### config.mk
export PLATFORM = sky130hd
export DESIGN_NAME = isr_status_regs
export DESIGN_NICKNAME = d
export VERILOG_FILES = /design/src/rtl/isr_pkg.sv /design/src/rtl/isr_rate_div.sv /design/src/rtl/isr_status_regs.sv
export SDC_FILE = /design/constraint.sdc
export NUM_CORES = 1
export LEC_CHECK = 0
export ABC_AREA = 1
export BUFFER_PORTS_ARGS = -buffer_cell sky130_fd_sc_hd__buf_4
export CORE_UTILIZATION = 55
export DETAILED_ROUTE_END_ITERATION = 12
export GPL_ROUTABILITY_DRIVEN = 1
export GPL_TIMING_DRIVEN = 0
export PLACE_DENSITY = 0.78
export RECOVER_POWER = 50
export SLEW_MARGIN = 0
export SYNTH_ARGS = -nofsm -noshare
export SYNTH_HDL_FRONTEND = slang
export SYNTH_HIERARCHICAL = 1
export SYNTH_SLANG_ARGS = --single-unit
### constraint.sdc
create_clock -name i_sys_clk -period 6.7 [get_ports i_sys_clk]
set_input_delay 1.005 -clock i_sys_clk [delete_from_list [all_inputs] [get_ports i_sys_clk]]
set_output_delay 1.005 -clock i_sys_clk [all_outputs]
set_load 0.1 [all_outputs]
### src/rtl/isr_pkg.sv
// Purpose: Shared constants for the inductive sensor status and output block
// Assumes: 8-bit register port, one 10 MHz clock
// Notes: Impedance result codes are 8 bits wide
package isr_pkg;
    localparam logic [7:0] ADDR_IMP_CEIL = 8'h01;
    localparam logic [7:0] ADDR_IMP_FLOOR = 8'h02;
    localparam logic [7:0] ADDR_CONFIG = 8'h04;
    localparam logic [7:0] ADDR_THR_HIGH = 8'h07;
    localparam logic [7:0] ADDR_THR_LOW = 8'h09;
    localparam logic [7:0] ADDR_INT_FUNC = 8'h0A;
    localparam logic [7:0] ADDR_POWER = 8'h0B;
    localparam logic [7:0] ADDR_STATUS = 8'h20;
    localparam logic [7:0] ADDR_PROX = 8'h22;

    localparam logic [7:0] RST_IMP_CEIL = 8'h00;
    localparam logic [7:0] RST_IMP_FLOOR = 8'h14;
    localparam logic [7:0] RST_CONFIG = 8'h1B;
    localparam logic [7:0] RST_THR_HIGH = 8'hFF;
    localparam logic [7:0] RST_THR_LOW = 8'h00;
    localparam logic [7:0] RST_INT_FUNC = 8'h00;
    localparam logic [7:0] RST_POWER = 8'h00;
    localparam logic [7:0] RST_ZERO = 8'h00;

    localparam logic [2:0] INT_OFF = 3'h0;
    localparam logic [2:0] INT_WAKE = 3'h1;
    localparam logic [2:0] INT_COMP = 3'h2;
    localparam logic [2:0] INT_DRDY = 3'h4;

    localparam int RESP_W = 3;
    localparam int CNT_W = 11;
    localparam int RAW_W = 10;
    localparam logic [CNT_W-1:0] RATE_DIV = 11'h003;
    localparam logic [CNT_W-1:0] RESP_192 = 11'h0C0;
    localparam logic [CNT_W-1:0] RESP_384 = 11'h180;
    localparam logic [CNT_W-1:0] RESP_768 = 11'h300;
    localparam logic [CNT_W-1:0] RESP_1536 = 11'h600;
    localparam logic [CNT_W-1:0] CNT_ONE = 11'h001;
    localparam logic [CNT_W-1:0] CNT_ZERO = 11'h000;
    localparam logic [RAW_W-1:0] RAW_MAX = 10'h0FF;

    // Counts 3072 and 6144 do not fit 11 bits, so thirds are held direct; 2048 truncates to 0 and wraps to last 2047
    localparam logic [CNT_W-1:0] PER_3072 = 11'h400;
    localparam logic [CNT_W-1:0] PER_6144 = 11'h0800;

    // Oscillator ticks per result, minus one: response count over three
    function automatic logic [CNT_W-1:0] isr_period_last(
        input logic [RESP_W-1:0] code);
        logic [CNT_W-1:0] per;
        per = RESP_192 / RATE_DIV;
        unique case (code)
            3'h3: per = RESP_384 / RATE_DIV;
            3'h4: per = RESP_768 / RATE_DIV;
            3'h5: per = RESP_1536 / RATE_DIV;
            3'h6: per = PER_3072;
            3'h7: per = PER_6144;
            default: per = RESP_192 / RATE_DIV;
        endcase
        return per - CNT_ONE;
    endfunction : isr_period_last

    // Clip a signed raw measurement into the 8-bit result range
    function automatic logic [7:0] isr_clip(input logic [RAW_W-1:0] raw);
        if (raw[RAW_W-1])
            return RST_ZERO;
        else if (raw > RAW_MAX)
            return 8'hFF;
        else
            return raw[7:0];
    endfunction : isr_clip
endpackage : isr_pkg

### src/rtl/isr_rate_div.sv
// Purpose: Counts sensor oscillation ticks into one result pulse per period
// Assumes: i_osc_tick is a one-cycle pulse synchronous to i_sys_clk
// Notes: Counter restarts whenever conversion is disabled
`timescale 1ns/1ps
module isr_rate_div
    import isr_pkg::*;
(
    input wire logic i_sys_clk, // System clock
    input wire logic i_rst_n, // Synchronised reset, active low
    input wire logic i_enable, // Active conversion selected
    input wire logic i_osc_tick, // One pulse per sensor oscillation
    input wire logic [isr_pkg::RESP_W-1:0] i_resp_code, // Response field
    output logic o_conv_pulse // Result complete, one cycle
);
    logic [CNT_W-1:0] cnt_reg;
    logic [CNT_W-1:0] cnt_next;
    wire [CNT_W-1:0] last_w = isr_period_last(i_resp_code);
    wire at_end_w = i_enable && i_osc_tick && (cnt_reg >= last_w);

    assign cnt_next = !i_enable ? CNT_ZERO :
                      !i_osc_tick ? cnt_reg :
                      at_end_w ? CNT_ZERO : cnt_reg + CNT_ONE;
    assign o_conv_pulse = at_end_w;

    always_ff @(posedge i_sys_clk or negedge i_rst_n) begin
        if (!i_rst_n)
            cnt_reg <= CNT_ZERO;
        else
            cnt_reg <= cnt_next;
    end

    a_rate_count_bound: assert property (
        @(posedge i_sys_clk) disable iff (!i_rst_n)
        (i_enable && cnt_reg <= last_w)
        ##1 (i_enable && $stable(i_resp_code)) |-> cnt_reg <= last_w)
        else $error("tick counter passed response period");
endmodule : isr_rate_div

### src/rtl/isr_status_regs.sv
// Purpose: Control and status registers of an 8-bit inductive sensing converter
// Assumes: Register port strobes are one-cycle and synchronous to i_sys_clk
// Notes: Result register loads only when a read of it starts
`timescale 1ns/1ps
module isr_status_regs
    import isr_pkg::*;
(
    input wire logic i_sys_clk, // 10 MHz clock
    input wire logic i_arst_n, // Async reset, active low
    input wire logic i_reg_wr, // Register write strobe
    input wire logic i_reg_rd, // Register read start strobe
    input wire logic [7:0] i_reg_addr, // Register address
    input wire logic [7:0] i_reg_wdata, // Write data
    input wire logic i_osc_tick, // Sensor oscillation pulse
    input wire logic i_osc_overload, // Oscillator overloaded and stopped
    input wire logic [isr_pkg::RAW_W-1:0] i_raw_result, // Signed raw code
    output logic [7:0] o_reg_rdata, // Read data, registered
    output logic o_interrupt_pin_n, // Interrupt pin level
    output logic [7:0] o_impedance_floor_setting, // To front end
    output logic [7:0] o_impedance_ceiling_setting, // To front end
    output logic o_conversion_active_sel // Converting when high
);
    logic rst_meta_reg;
    logic rst_n_reg;
    logic [7:0] thr_low_reg;
    logic [7:0] thr_high_reg;
    logic [7:0] int_func_reg;
    logic [7:0] power_reg;
    logic [7:0] config_reg;
    logic [7:0] imp_floor_reg;
    logic [7:0] imp_ceil_reg;
    logic [7:0] pending_reg;
    logic [7:0] prox_reg;
    logic new_data_reg;
    logic comp_reg;
    logic wake_reg;
    logic overload_reg;
    logic [7:0] rdata_reg;
    logic conv_pulse;

    always_ff @(posedge i_sys_clk or negedge i_arst_n) begin
        if (!i_arst_n) begin
            rst_meta_reg <= 1'b0;
            rst_n_reg <= 1'b0;
        end else begin
            rst_meta_reg <= 1'b1;
            rst_n_reg <= rst_meta_reg;
        end
    end

    // Write decode; read-only addresses have no write enable
    wire wr_low_w = i_reg_wr && (i_reg_addr == ADDR_THR_LOW);
    wire wr_high_w = i_reg_wr && (i_reg_addr == ADDR_THR_HIGH);
    wire wr_int_w = i_reg_wr && (i_reg_addr == ADDR_INT_FUNC);
    wire wr_pwr_w = i_reg_wr && (i_reg_addr == ADDR_POWER);
    wire wr_cfg_w = i_reg_wr && (i_reg_addr == ADDR_CONFIG);
    wire wr_floor_w = i_reg_wr && (i_reg_addr == ADDR_IMP_FLOOR);
    wire wr_ceil_w = i_reg_wr && (i_reg_addr == ADDR_IMP_CEIL);
    wire rd_prox_w = i_reg_rd && (i_reg_addr == ADDR_PROX);

    wire active_w = power_reg[0];
    wire [2:0] int_mode_w = int_func_reg[2:0];
    wire [7:0] clip_w = isr_clip(i_raw_result);
    wire above_w = clip_w > thr_high_reg;
    wire below_w = clip_w < thr_low_reg;
    wire [7:0] status_w = {overload_reg, !new_data_reg, !wake_reg,
                           comp_reg, 4'h0};

    wire [7:0] rdata_next = (i_reg_addr == ADDR_THR_LOW) ? thr_low_reg :
        (i_reg_addr == ADDR_THR_HIGH) ? thr_high_reg :
        (i_reg_addr == ADDR_INT_FUNC) ? int_func_reg :
        (i_reg_addr == ADDR_POWER) ? power_reg :
        (i_reg_addr == ADDR_CONFIG) ? config_reg :
        (i_reg_addr == ADDR_IMP_FLOOR) ? imp_floor_reg :
        (i_reg_addr == ADDR_IMP_CEIL) ? imp_ceil_reg :
        (i_reg_addr == ADDR_STATUS) ? status_w :
        (i_reg_addr == ADDR_PROX) ? pending_reg : RST_ZERO;

    // New data wins over the clear made by a read in the same cycle
    wire new_data_next = conv_pulse ? 1'b1 :
                         rd_prox_w ? 1'b0 : new_data_reg;
    wire comp_next = (conv_pulse && below_w) ? 1'b1 :
                     (conv_pulse && above_w) ? 1'b0 : comp_reg;
    wire wake_next = (int_mode_w != INT_WAKE) ? 1'b0 :
                     (conv_pulse && above_w) ? 1'b1 : wake_reg;

    isr_rate_div u_rate_div (
        .i_sys_clk(i_sys_clk),
        .i_rst_n(rst_n_reg),
        .i_enable(active_w),
        .i_osc_tick(i_osc_tick),
        .i_resp_code(config_reg[2:0]),
        .o_conv_pulse(conv_pulse)
    );

    always_ff @(posedge i_sys_clk or negedge rst_n_reg) begin
        if (!rst_n_reg) begin
            thr_low_reg <= RST_THR_LOW;
            thr_high_reg <= RST_THR_HIGH;
            int_func_reg <= RST_INT_FUNC;
            power_reg <= RST_POWER;
            config_reg <= RST_CONFIG;
            imp_floor_reg <= RST_IMP_FLOOR;
            imp_ceil_reg <= RST_IMP_CEIL;
        end else begin
            if (wr_low_w) thr_low_reg <= i_reg_wdata;
            if (wr_high_w) thr_high_reg <= i_reg_wdata;
            if (wr_int_w) int_func_reg <= i_reg_wdata;
            if (wr_pwr_w) power_reg <= i_reg_wdata;
            if (wr_cfg_w) config_reg <= i_reg_wdata;
            if (wr_floor_w) imp_floor_reg <= i_reg_wdata;
            if (wr_ceil_w) imp_ceil_reg <= i_reg_wdata;
        end
    end

    always_ff @(posedge i_sys_clk or negedge rst_n_reg) begin
        if (!rst_n_reg) begin
            pending_reg <= RST_ZERO;
            prox_reg <= RST_ZERO;
            new_data_reg <= 1'b0;
            comp_reg <= 1'b0;
            wake_reg <= 1'b0;
            overload_reg <= 1'b0;
            rdata_reg <= RST_ZERO;
        end else begin
            if (conv_pulse) pending_reg <= clip_w;
            if (rd_prox_w) prox_reg <= pending_reg;
            new_data_reg <= new_data_next;
            comp_reg <= comp_next;
            wake_reg <= wake_next;
            overload_reg <= i_osc_overload;
            if (i_reg_rd) rdata_reg <= rdata_next;
        end
    end

    // Pin is high (idle) for disabled and reserved codes
    assign o_interrupt_pin_n = (int_mode_w == INT_WAKE) ? !wake_reg :
        (int_mode_w == INT_COMP) ? comp_reg :
        (int_mode_w == INT_DRDY) ? !new_data_reg : 1'b1;
    assign o_reg_rdata = rdata_reg;
    assign o_impedance_floor_setting = imp_floor_reg;
    assign o_impedance_ceiling_setting = imp_ceil_reg;
    assign o_conversion_active_sel = active_w;

    a_low_thr_write: assert property (
        @(posedge i_sys_clk) disable iff (!rst_n_reg)
        wr_low_w |=> thr_low_reg == $past(i_reg_wdata))
        else $error("low threshold not written");
    a_pin_wake_mode: assert property (
        @(posedge i_sys_clk) disable iff (!rst_n_reg)
        int_mode_w == INT_WAKE |-> o_interrupt_pin_n == !wake_reg)
        else $error("pin does not show wake-up");
    a_pin_comp_mode: assert property (
        @(posedge i_sys_clk) disable iff (!rst_n_reg)
        int_mode_w == INT_COMP |-> o_interrupt_pin_n == status_w[4])
        else $error("pin does not show comparator");
    a_pin_drdy_mode: assert property (
        @(posedge i_sys_clk) disable iff (!rst_n_reg)
        int_mode_w == INT_DRDY |-> o_interrupt_pin_n == status_w[6])
        else $error("pin does not show data ready");
    a_standby_no_conv: assert property (
        @(posedge i_sys_clk) disable iff (!rst_n_reg)
        !power_reg[0] |-> !conv_pulse)
        else $error("conversion during stand-by");
    a_overload_flag: assert property (
        @(posedge i_sys_clk) disable iff (!rst_n_reg)
        i_osc_overload[*2] |-> status_w[7])
        else $error("overload not flagged");
    a_data_ready_low: assert property (
        @(posedge i_sys_clk) disable iff (!rst_n_reg)
        conv_pulse |=> !status_w[6] ##1 (!status_w[6] || $past(rd_prox_w)))
        else $error("data ready not shown");
    a_wake_above: assert property (
        @(posedge i_sys_clk) disable iff (!rst_n_reg)
        conv_pulse && above_w && int_mode_w == INT_WAKE
        && $stable(int_func_reg) |=> !status_w[5])
        else $error("wake-up not triggered");
    a_comp_below: assert property (
        @(posedge i_sys_clk) disable iff (!rst_n_reg)
        conv_pulse && below_w |=> status_w[4] && status_w[3:0] == 4'h0)
        else $error("comparator not set below low");
    a_prox_read_only: assert property (
        @(posedge i_sys_clk) disable iff (!rst_n_reg)
        !rd_prox_w |=> $stable(prox_reg))
        else $error("result changed without read");
    a_prox_read_data: assert property (
        @(posedge i_sys_clk) disable iff (!rst_n_reg)
        rd_prox_w |=> o_reg_rdata == prox_reg)
        else $error("result read data differs from result register");
    a_clip_result: assert property (
        @(posedge i_sys_clk) disable iff (!rst_n_reg)
        conv_pulse && i_raw_result[RAW_W-1] |=> pending_reg == RST_ZERO)
        else $error("negative result not clipped");
    a_high_thr_reset: assert property (
        @(posedge i_sys_clk) disable iff (!rst_n_reg)
        $rose(rst_n_reg) |-> thr_high_reg == RST_THR_HIGH)
        else $error("high threshold reset wrong");
endmodule : isr_status_regs

; ---- Word-level counts from Yosys, hierarchy flattened
; Cells that the tools add are included.
[totals]
reg_bits = 89
inputBits = 32
out_inout_bits = 26
[classes]
n_addsub = 2
order_cmp = 4
n_eq_ne = 19
mux = 24
n_reduce_logical = 17
[ops]
columns = operator, n
row1 = two-way mux 8 bit, 11
row2 = case mux 11 bit (5 select lines), 1
row3 = two-way mux 11 bit, 3
row4 = equality test 8 x 4 -> 1 bit (second input constant), 3
row5 = equality test 8 x 3 -> 1 bit (second input constant), 2
row6 = equality test 8 x 6 -> 1 bit (second input constant), 2
row7 = equality test 3 bit (second input constant), 5
row8 = logical AND 1 bit, 12
row9 = adder 11 x 1 -> 11 bit (second input constant), 1
row10 = greater-or-equal comparator 11 bit, 1
row11 = subtractor 11 x 1 -> 11 bit (second input constant), 1
row12 = > comparator 10 x 8 -> 1 bit (second input constant), 1
row13 = two-way mux 1 bit, 9
row14 = equality test 8 x 1 -> 1 bit (second input constant), 1
row15 = equality test 8 x 2 -> 1 bit (second input constant), 1
row16 = > comparator 8 bit, 1
row17 = less-than comparator 8 bit, 1
row18 = equality test 3 x 2 -> 1 bit (second input constant), 2
row19 = nonzero test 2 bit, 3
row20 = equality test 3 x 1 -> 1 bit (second input constant), 1
row21 = != test 3 x 1 -> 1 bit (second input constant), 1
row22 = logical NOT 1 bit, 2
row23 = != test 2 bit (second input constant), 1

; ---- Longest topological paths before layout
[logic_depth]
depth_word = 10
mapped_depth = 13

; ---- Hierarchy
; The synthesis kept the hierarchy.
[modules_own_cells]
columns = mod, n_inst, cells_each, area_per_inst_um2, seq_area_each_um2
row1 = isr_status_regs, 1, 521, 4078.9, 1969.4
row2 = isr_rate_div, 1, 130, 855.8, 275.3

; ---- Worst setup path after synthesis
; Ideal clock, no wire load.
[synth_path]
path_type = in2reg
startpoint = input port i_raw_result[8] (netlist bit)
endpoint = register wake_reg
setup_ns = 0.128
arrival_ns = 2.178
path_slack_ns = 4.394
stages = 10
path_cell_list = clkbuf_1 > nor2_1 > nor2_1 > ha_1 > a21oi_1 > o21ai_0 > nand2_1 > o211ai_1 > nand3_1 > a21boi_0
[synth_via]
elab_chain_len = 6
[synth_lines]
columns = element, line_no
row1 = "start, declared", isr_status_regs.sv:16  ; input wire logic [isr_pkg::RAW_W-1:0] i_raw_result,
row2 = > comparator 10 x 8 -> 1 bit, isr_pkg.sv:65  ; else if (raw > RAW_MAX)
row3 = two-way mux 8 bit, isr_pkg.sv:65
row4 = two-way mux 8 bit, isr_pkg.sv:63  ; if (raw[RAW_W-1])
row5 = via clip_w[3], isr_status_regs.sv:63  ; wire [7:0] clip_w = isr_clip(i_raw_result);
row6 = > comparator 8 bit, isr_status_regs.sv:64  ; wire above_w = clip_w > thr_high_reg;
row7 = logical AND 1 bit, isr_status_regs.sv:85  ; (conv_pulse && above_w) ? 1'b1 : wake_reg;
row8 = nonzero test 2 bit (no source line), -
row9 = "end signal, assigned", isr_status_regs.sv:130  ; wake_reg <= wake_next;
row10 = "end, declared", isr_status_regs.sv:36  ; logic wake_reg;
; The timed path passes the listed nets, and every way through them passes these cells.
; A chain may end at the register's enable or synchronous reset.

; ---- Final worst setup path
[layout_path]
startpoint = register config_reg[1]
endpoint = register pending_reg[0]
[layout_via]
elab_chain_len = 5
elab_cells_between_ends = 9
[layout_lines]
columns = element, line_no
row1 = "start, declared", isr_status_regs.sv:29  ; logic [7:0] config_reg;
row2 = "start signal, assigned", isr_status_regs.sv:110  ; if (wr_cfg_w) config_reg <= i_reg_wdata;
row3 = equality test 3 bit / equality test 3 x 2 -> 1 bit (equally long branches), isr_pkg.sv:50  ; unique case (code)
row4 = case mux 11 bit (5 select lines) *, isr_pkg.sv:50
row5 = subtractor 11 x 1 -> 11 bit *, isr_pkg.sv:58  ; return per - CNT_ONE;
row6 = greater-or-equal comparator 11 bit *, isr_rate_div.sv:18  ; wire at_end_w = i_enable && i_osc_tick && (cnt_reg >= last_w);
row7 = logical AND 1 bit *, isr_rate_div.sv:18
row8 = via conv_pulse, isr_status_regs.sv:39  ; logic conv_pulse;
row9 = "end signal, assigned", isr_status_regs.sv:126  ; if (conv_pulse) pending_reg <= clip_w;
row10 = "end, declared", isr_status_regs.sv:32  ; logic [7:0] pending_reg;
; The timed path passes the listed nets; every way through them passes the cells marked *.

==> impl_metrics.toml <==
[timing]
grt_setup_unrepaired = "no"
worst_slack_ns = 3.93
setup_viol = 0
timing_worst_slew_pin_value_ns = 1.16
timing.final.crit_period_ns = 2.77
tns_ns = 0
hold_viol_final = 0
final.setup_skew_ns = 0.0117
timing.final.max_slew_violations = 0
min_period_over_period_pct = 41.3
timing.fmax_mhz = 361
worst_slew_margin_relative_to_its_limit_pct = 22.9

[clock_tree]
cts_tree = "built"
cts-resized-gates = 0
clk_pin_slew_worst_paths_ns = 0.09
cts.root.buffer_cell = "clkbuf_8"
tritoncts_num_sinks = 89
cts.repair_timing.setup_buffer_count = 0
cts_hold_repair.buffers = 0
clk-insertion-delay-late_ns = 0.36
clock_tree.buffer_depth = 2
number_of_cts_inserted_buffers = 9
cts_max_level = 3

[hold_path]
hold_class = "flop to asynchronous set/reset pin"

[drt]
drt_iter0_markers = 365
final_antenna_net_count = 0
vias = 4578
routedWlPerCell_um = 15.2
detail_route.drc_violations = 0
routed_wl_mm = 12.6
detailedRoute.firstPassIterationCount = 5
route.detailed.vias_per_inst = 5.51

[critical_path]
cp_data_required_time_ns = 6.94
worst-path-max-fanout = 10
critPathKind = "flop to flop"
arrival_ns = 3.00
cp-end-kind = "flop"
setup.worst_path.start_class = "flop"

[logic_synthesis]
synthCells = 651
synth.net_count = 704
synth_async_sr_flop_share_pct = 100
synth-seq-cells = 89
synth_area_per_cell_um2 = 7.58
yosysTopAreaCell = "dfrtp_1"
synth_top_cells_by_area = "dfrtp_1 (38%), nand2_1 (16%), dfstp_2 (7.5%), inv_1 (6.2%), o21ai_0 (5.5%)"
syn_area_um2 = 4930
part_of_the_yosys_area_used_for_sequential_elements_pct = 45.5
ys.flop_type = "dfrtp_1"
synth-edff-count = 0
yosys.area.top_type_share_pct = 38.0
ys_warn_count = 6
unique_cell_type_count_in_the_yosys_netlist = 32

[power_and_ir_drop]
power.density_cell_area_nw_per_um2 = 194
max-vdd-ir-drop_mv = 0.165
cellLeakagePower_uw = 0.00281

[grt]
groute.usage.overall_pct = 28.6
wire_length_of_the_first_global_routing_pass_mm = 21.2
global_route.overflow_total = 0
antenna_violations_before_repair = 0
via_count_of_the_first_global_routing_pass = 4375
pin_count_of_the_biggest_net_entering_global_routing = 74

[floorplanning]
initial_core_util_pct = 56.6
placement_rows = 34
core_area_um2 = 8720
die_h_um = 96.7
die_width_um = 96.7
design.portCount = 58
die-area_um2 = 9350

[place]
place.gp.congestion = 0.895
place_ws_ns = 3.98
placement.io_buffers = 55
hpwlAfterDp_mm = 9.48

[layout]
flow.area_growth_from_synthesis_pct = 15.1
insertedDiodeCount = 0
largest_reg_flops = 11
final_net_count = 771
proportion_of_layout_cells_with_a_drive_suffix_above_1_pct = 16.3

[job]
max_cap_viol_count = 0

[status]
run_status = "finished, final reports clean"
report_power, final:
part           switching [uW]  total, uW  internal [uW]
logic                     109        153           44.0
registers                16.1        574            558
clock network             192        373            182
cell families (layout without fill, tap and decap cells):
group	count (synthesis)	count (layout)	synth area share (%)
flip-flops	89	89	45.5
XOR/XNOR	3	3	0.533
AND/OR/NAND/NOR	332	332	28.8
adder cells (fa/ha/maj)	21	21	5.32
AO/OA/AOI/OAI	106	106	11.7
other	1	1	0.0760
buffers and inverters	99	171	8.09
routing by layer:
layer / global-route usage [%] / wire (um) / vias to the layer above / part of all wire [%]
met1: 40.5 / 5620 / 2165 / 44
met4: 10.9 / 417 / 0 / 3.3
met3: 5.42 / 860 / 32 / 6.8
met5: 0 / 0 / - / 0
met2: 43.8 / 5750 / 173 / 45
li1: - / - / 2208 / -
Yosys cell counts, types with 2 or more instances:
master	count
a21oi_1	15
nor2_2	8
nand4_1	9
clkinv_1	2
nor2_4	3
o211ai_1	3
buf_2	4
ha_1	21
o21ai_1	21
inv_1	81
inv_2	3
dfrtp_1	75
buf_6	3
xor2_1	3
clkbuf_1	6
o21ai_2	8
nor2_1	50
nand2_2	8
o21bai_1	2
nand2_1	204
nor3_1	3
o21ai_0	54
nand3_1	43
dfstp_2	14
stage by stage:
stage	util (%)	power (uW)	cell area (um^2)	instances	hold WS, ns
5_1_grt	65.2	1140	5680	831	0.353
2_1_floorplan	-	682	4930	651	0.331
3_3_place_gp	62.9	729	5480	814	0.337
4_1_cts	65.5	1100	5710	831	0.202
6_report	65.2	1100	5680	831	0.294
3_5_place_dp	63.2	738	5510	815	0.194
final cells by class:
class / count / area [um^2]
well taps: 108 / 135
multi-input cells: 463 / 2280
clock inverters: 5 / 55.1
clock buffers: 11 / 141
flip-flops and latches: 89 / 2240
repair buffers: 56 / 429
plain buffers: 13 / 75.1
inverters: 86 / 323
fillers: 762 / 3040
critical path, stage by stage, from the launching register on:
cell	delay [ns]
dfstp_1	0.61
nand3_1	0.12
ha_1	0.34
nand2_1	0.06
nor2_1	0.15
nand3_1	0.12
nor2_2	0.17
nor2_4	0.09
nor2_1	0.09
clkbuf_1	0.35
clkinv_1	0.35
nand2_1	0.13
o21ai_0	0.08
cell usage in the layout, fill, tap and decap left out, drive strengths merged, types with 2 or more instances in the layout:
cell type  Yosys  routed
nor3           4       4
a21oi         15      15
ha            21      21
nand3         44      44
dfstp         14      14
o21bai         2       2
o211ai         3       3
o21ai         83      83
buf            7      58
nand2        212     212
clkbuf         6      22
clkinvlp       0       2
nor2          61      61
dfrtp         75      75
nand4         10      10
inv           84      84
xor2           3       3
clkinv         2       4
worst paths after layout:
kind / slack (ns) / depth (start not counted) / endpoint / start
setup / recovery: 3.93 / 12 / pending_reg[0] / config_reg[1]
hold / removal: 0.29 / 0 / o_impedance_ceiling_setting[2] / rst_n_reg
setup reg to reg: 3.93 / 12 / pending_reg[0] / config_reg[1]
hold reg to reg: 0.29 / 0 / o_impedance_ceiling_setting[2] / rst_n_reg
max in group asynchronous: 5.59 / 1 / thr_high_reg[0] / rst_n_reg
min in group i_sys_clk: 0.36 / 0 / rst_n_reg / rst_meta_reg
No activity file was read; power rests on OpenSTA's default activity.
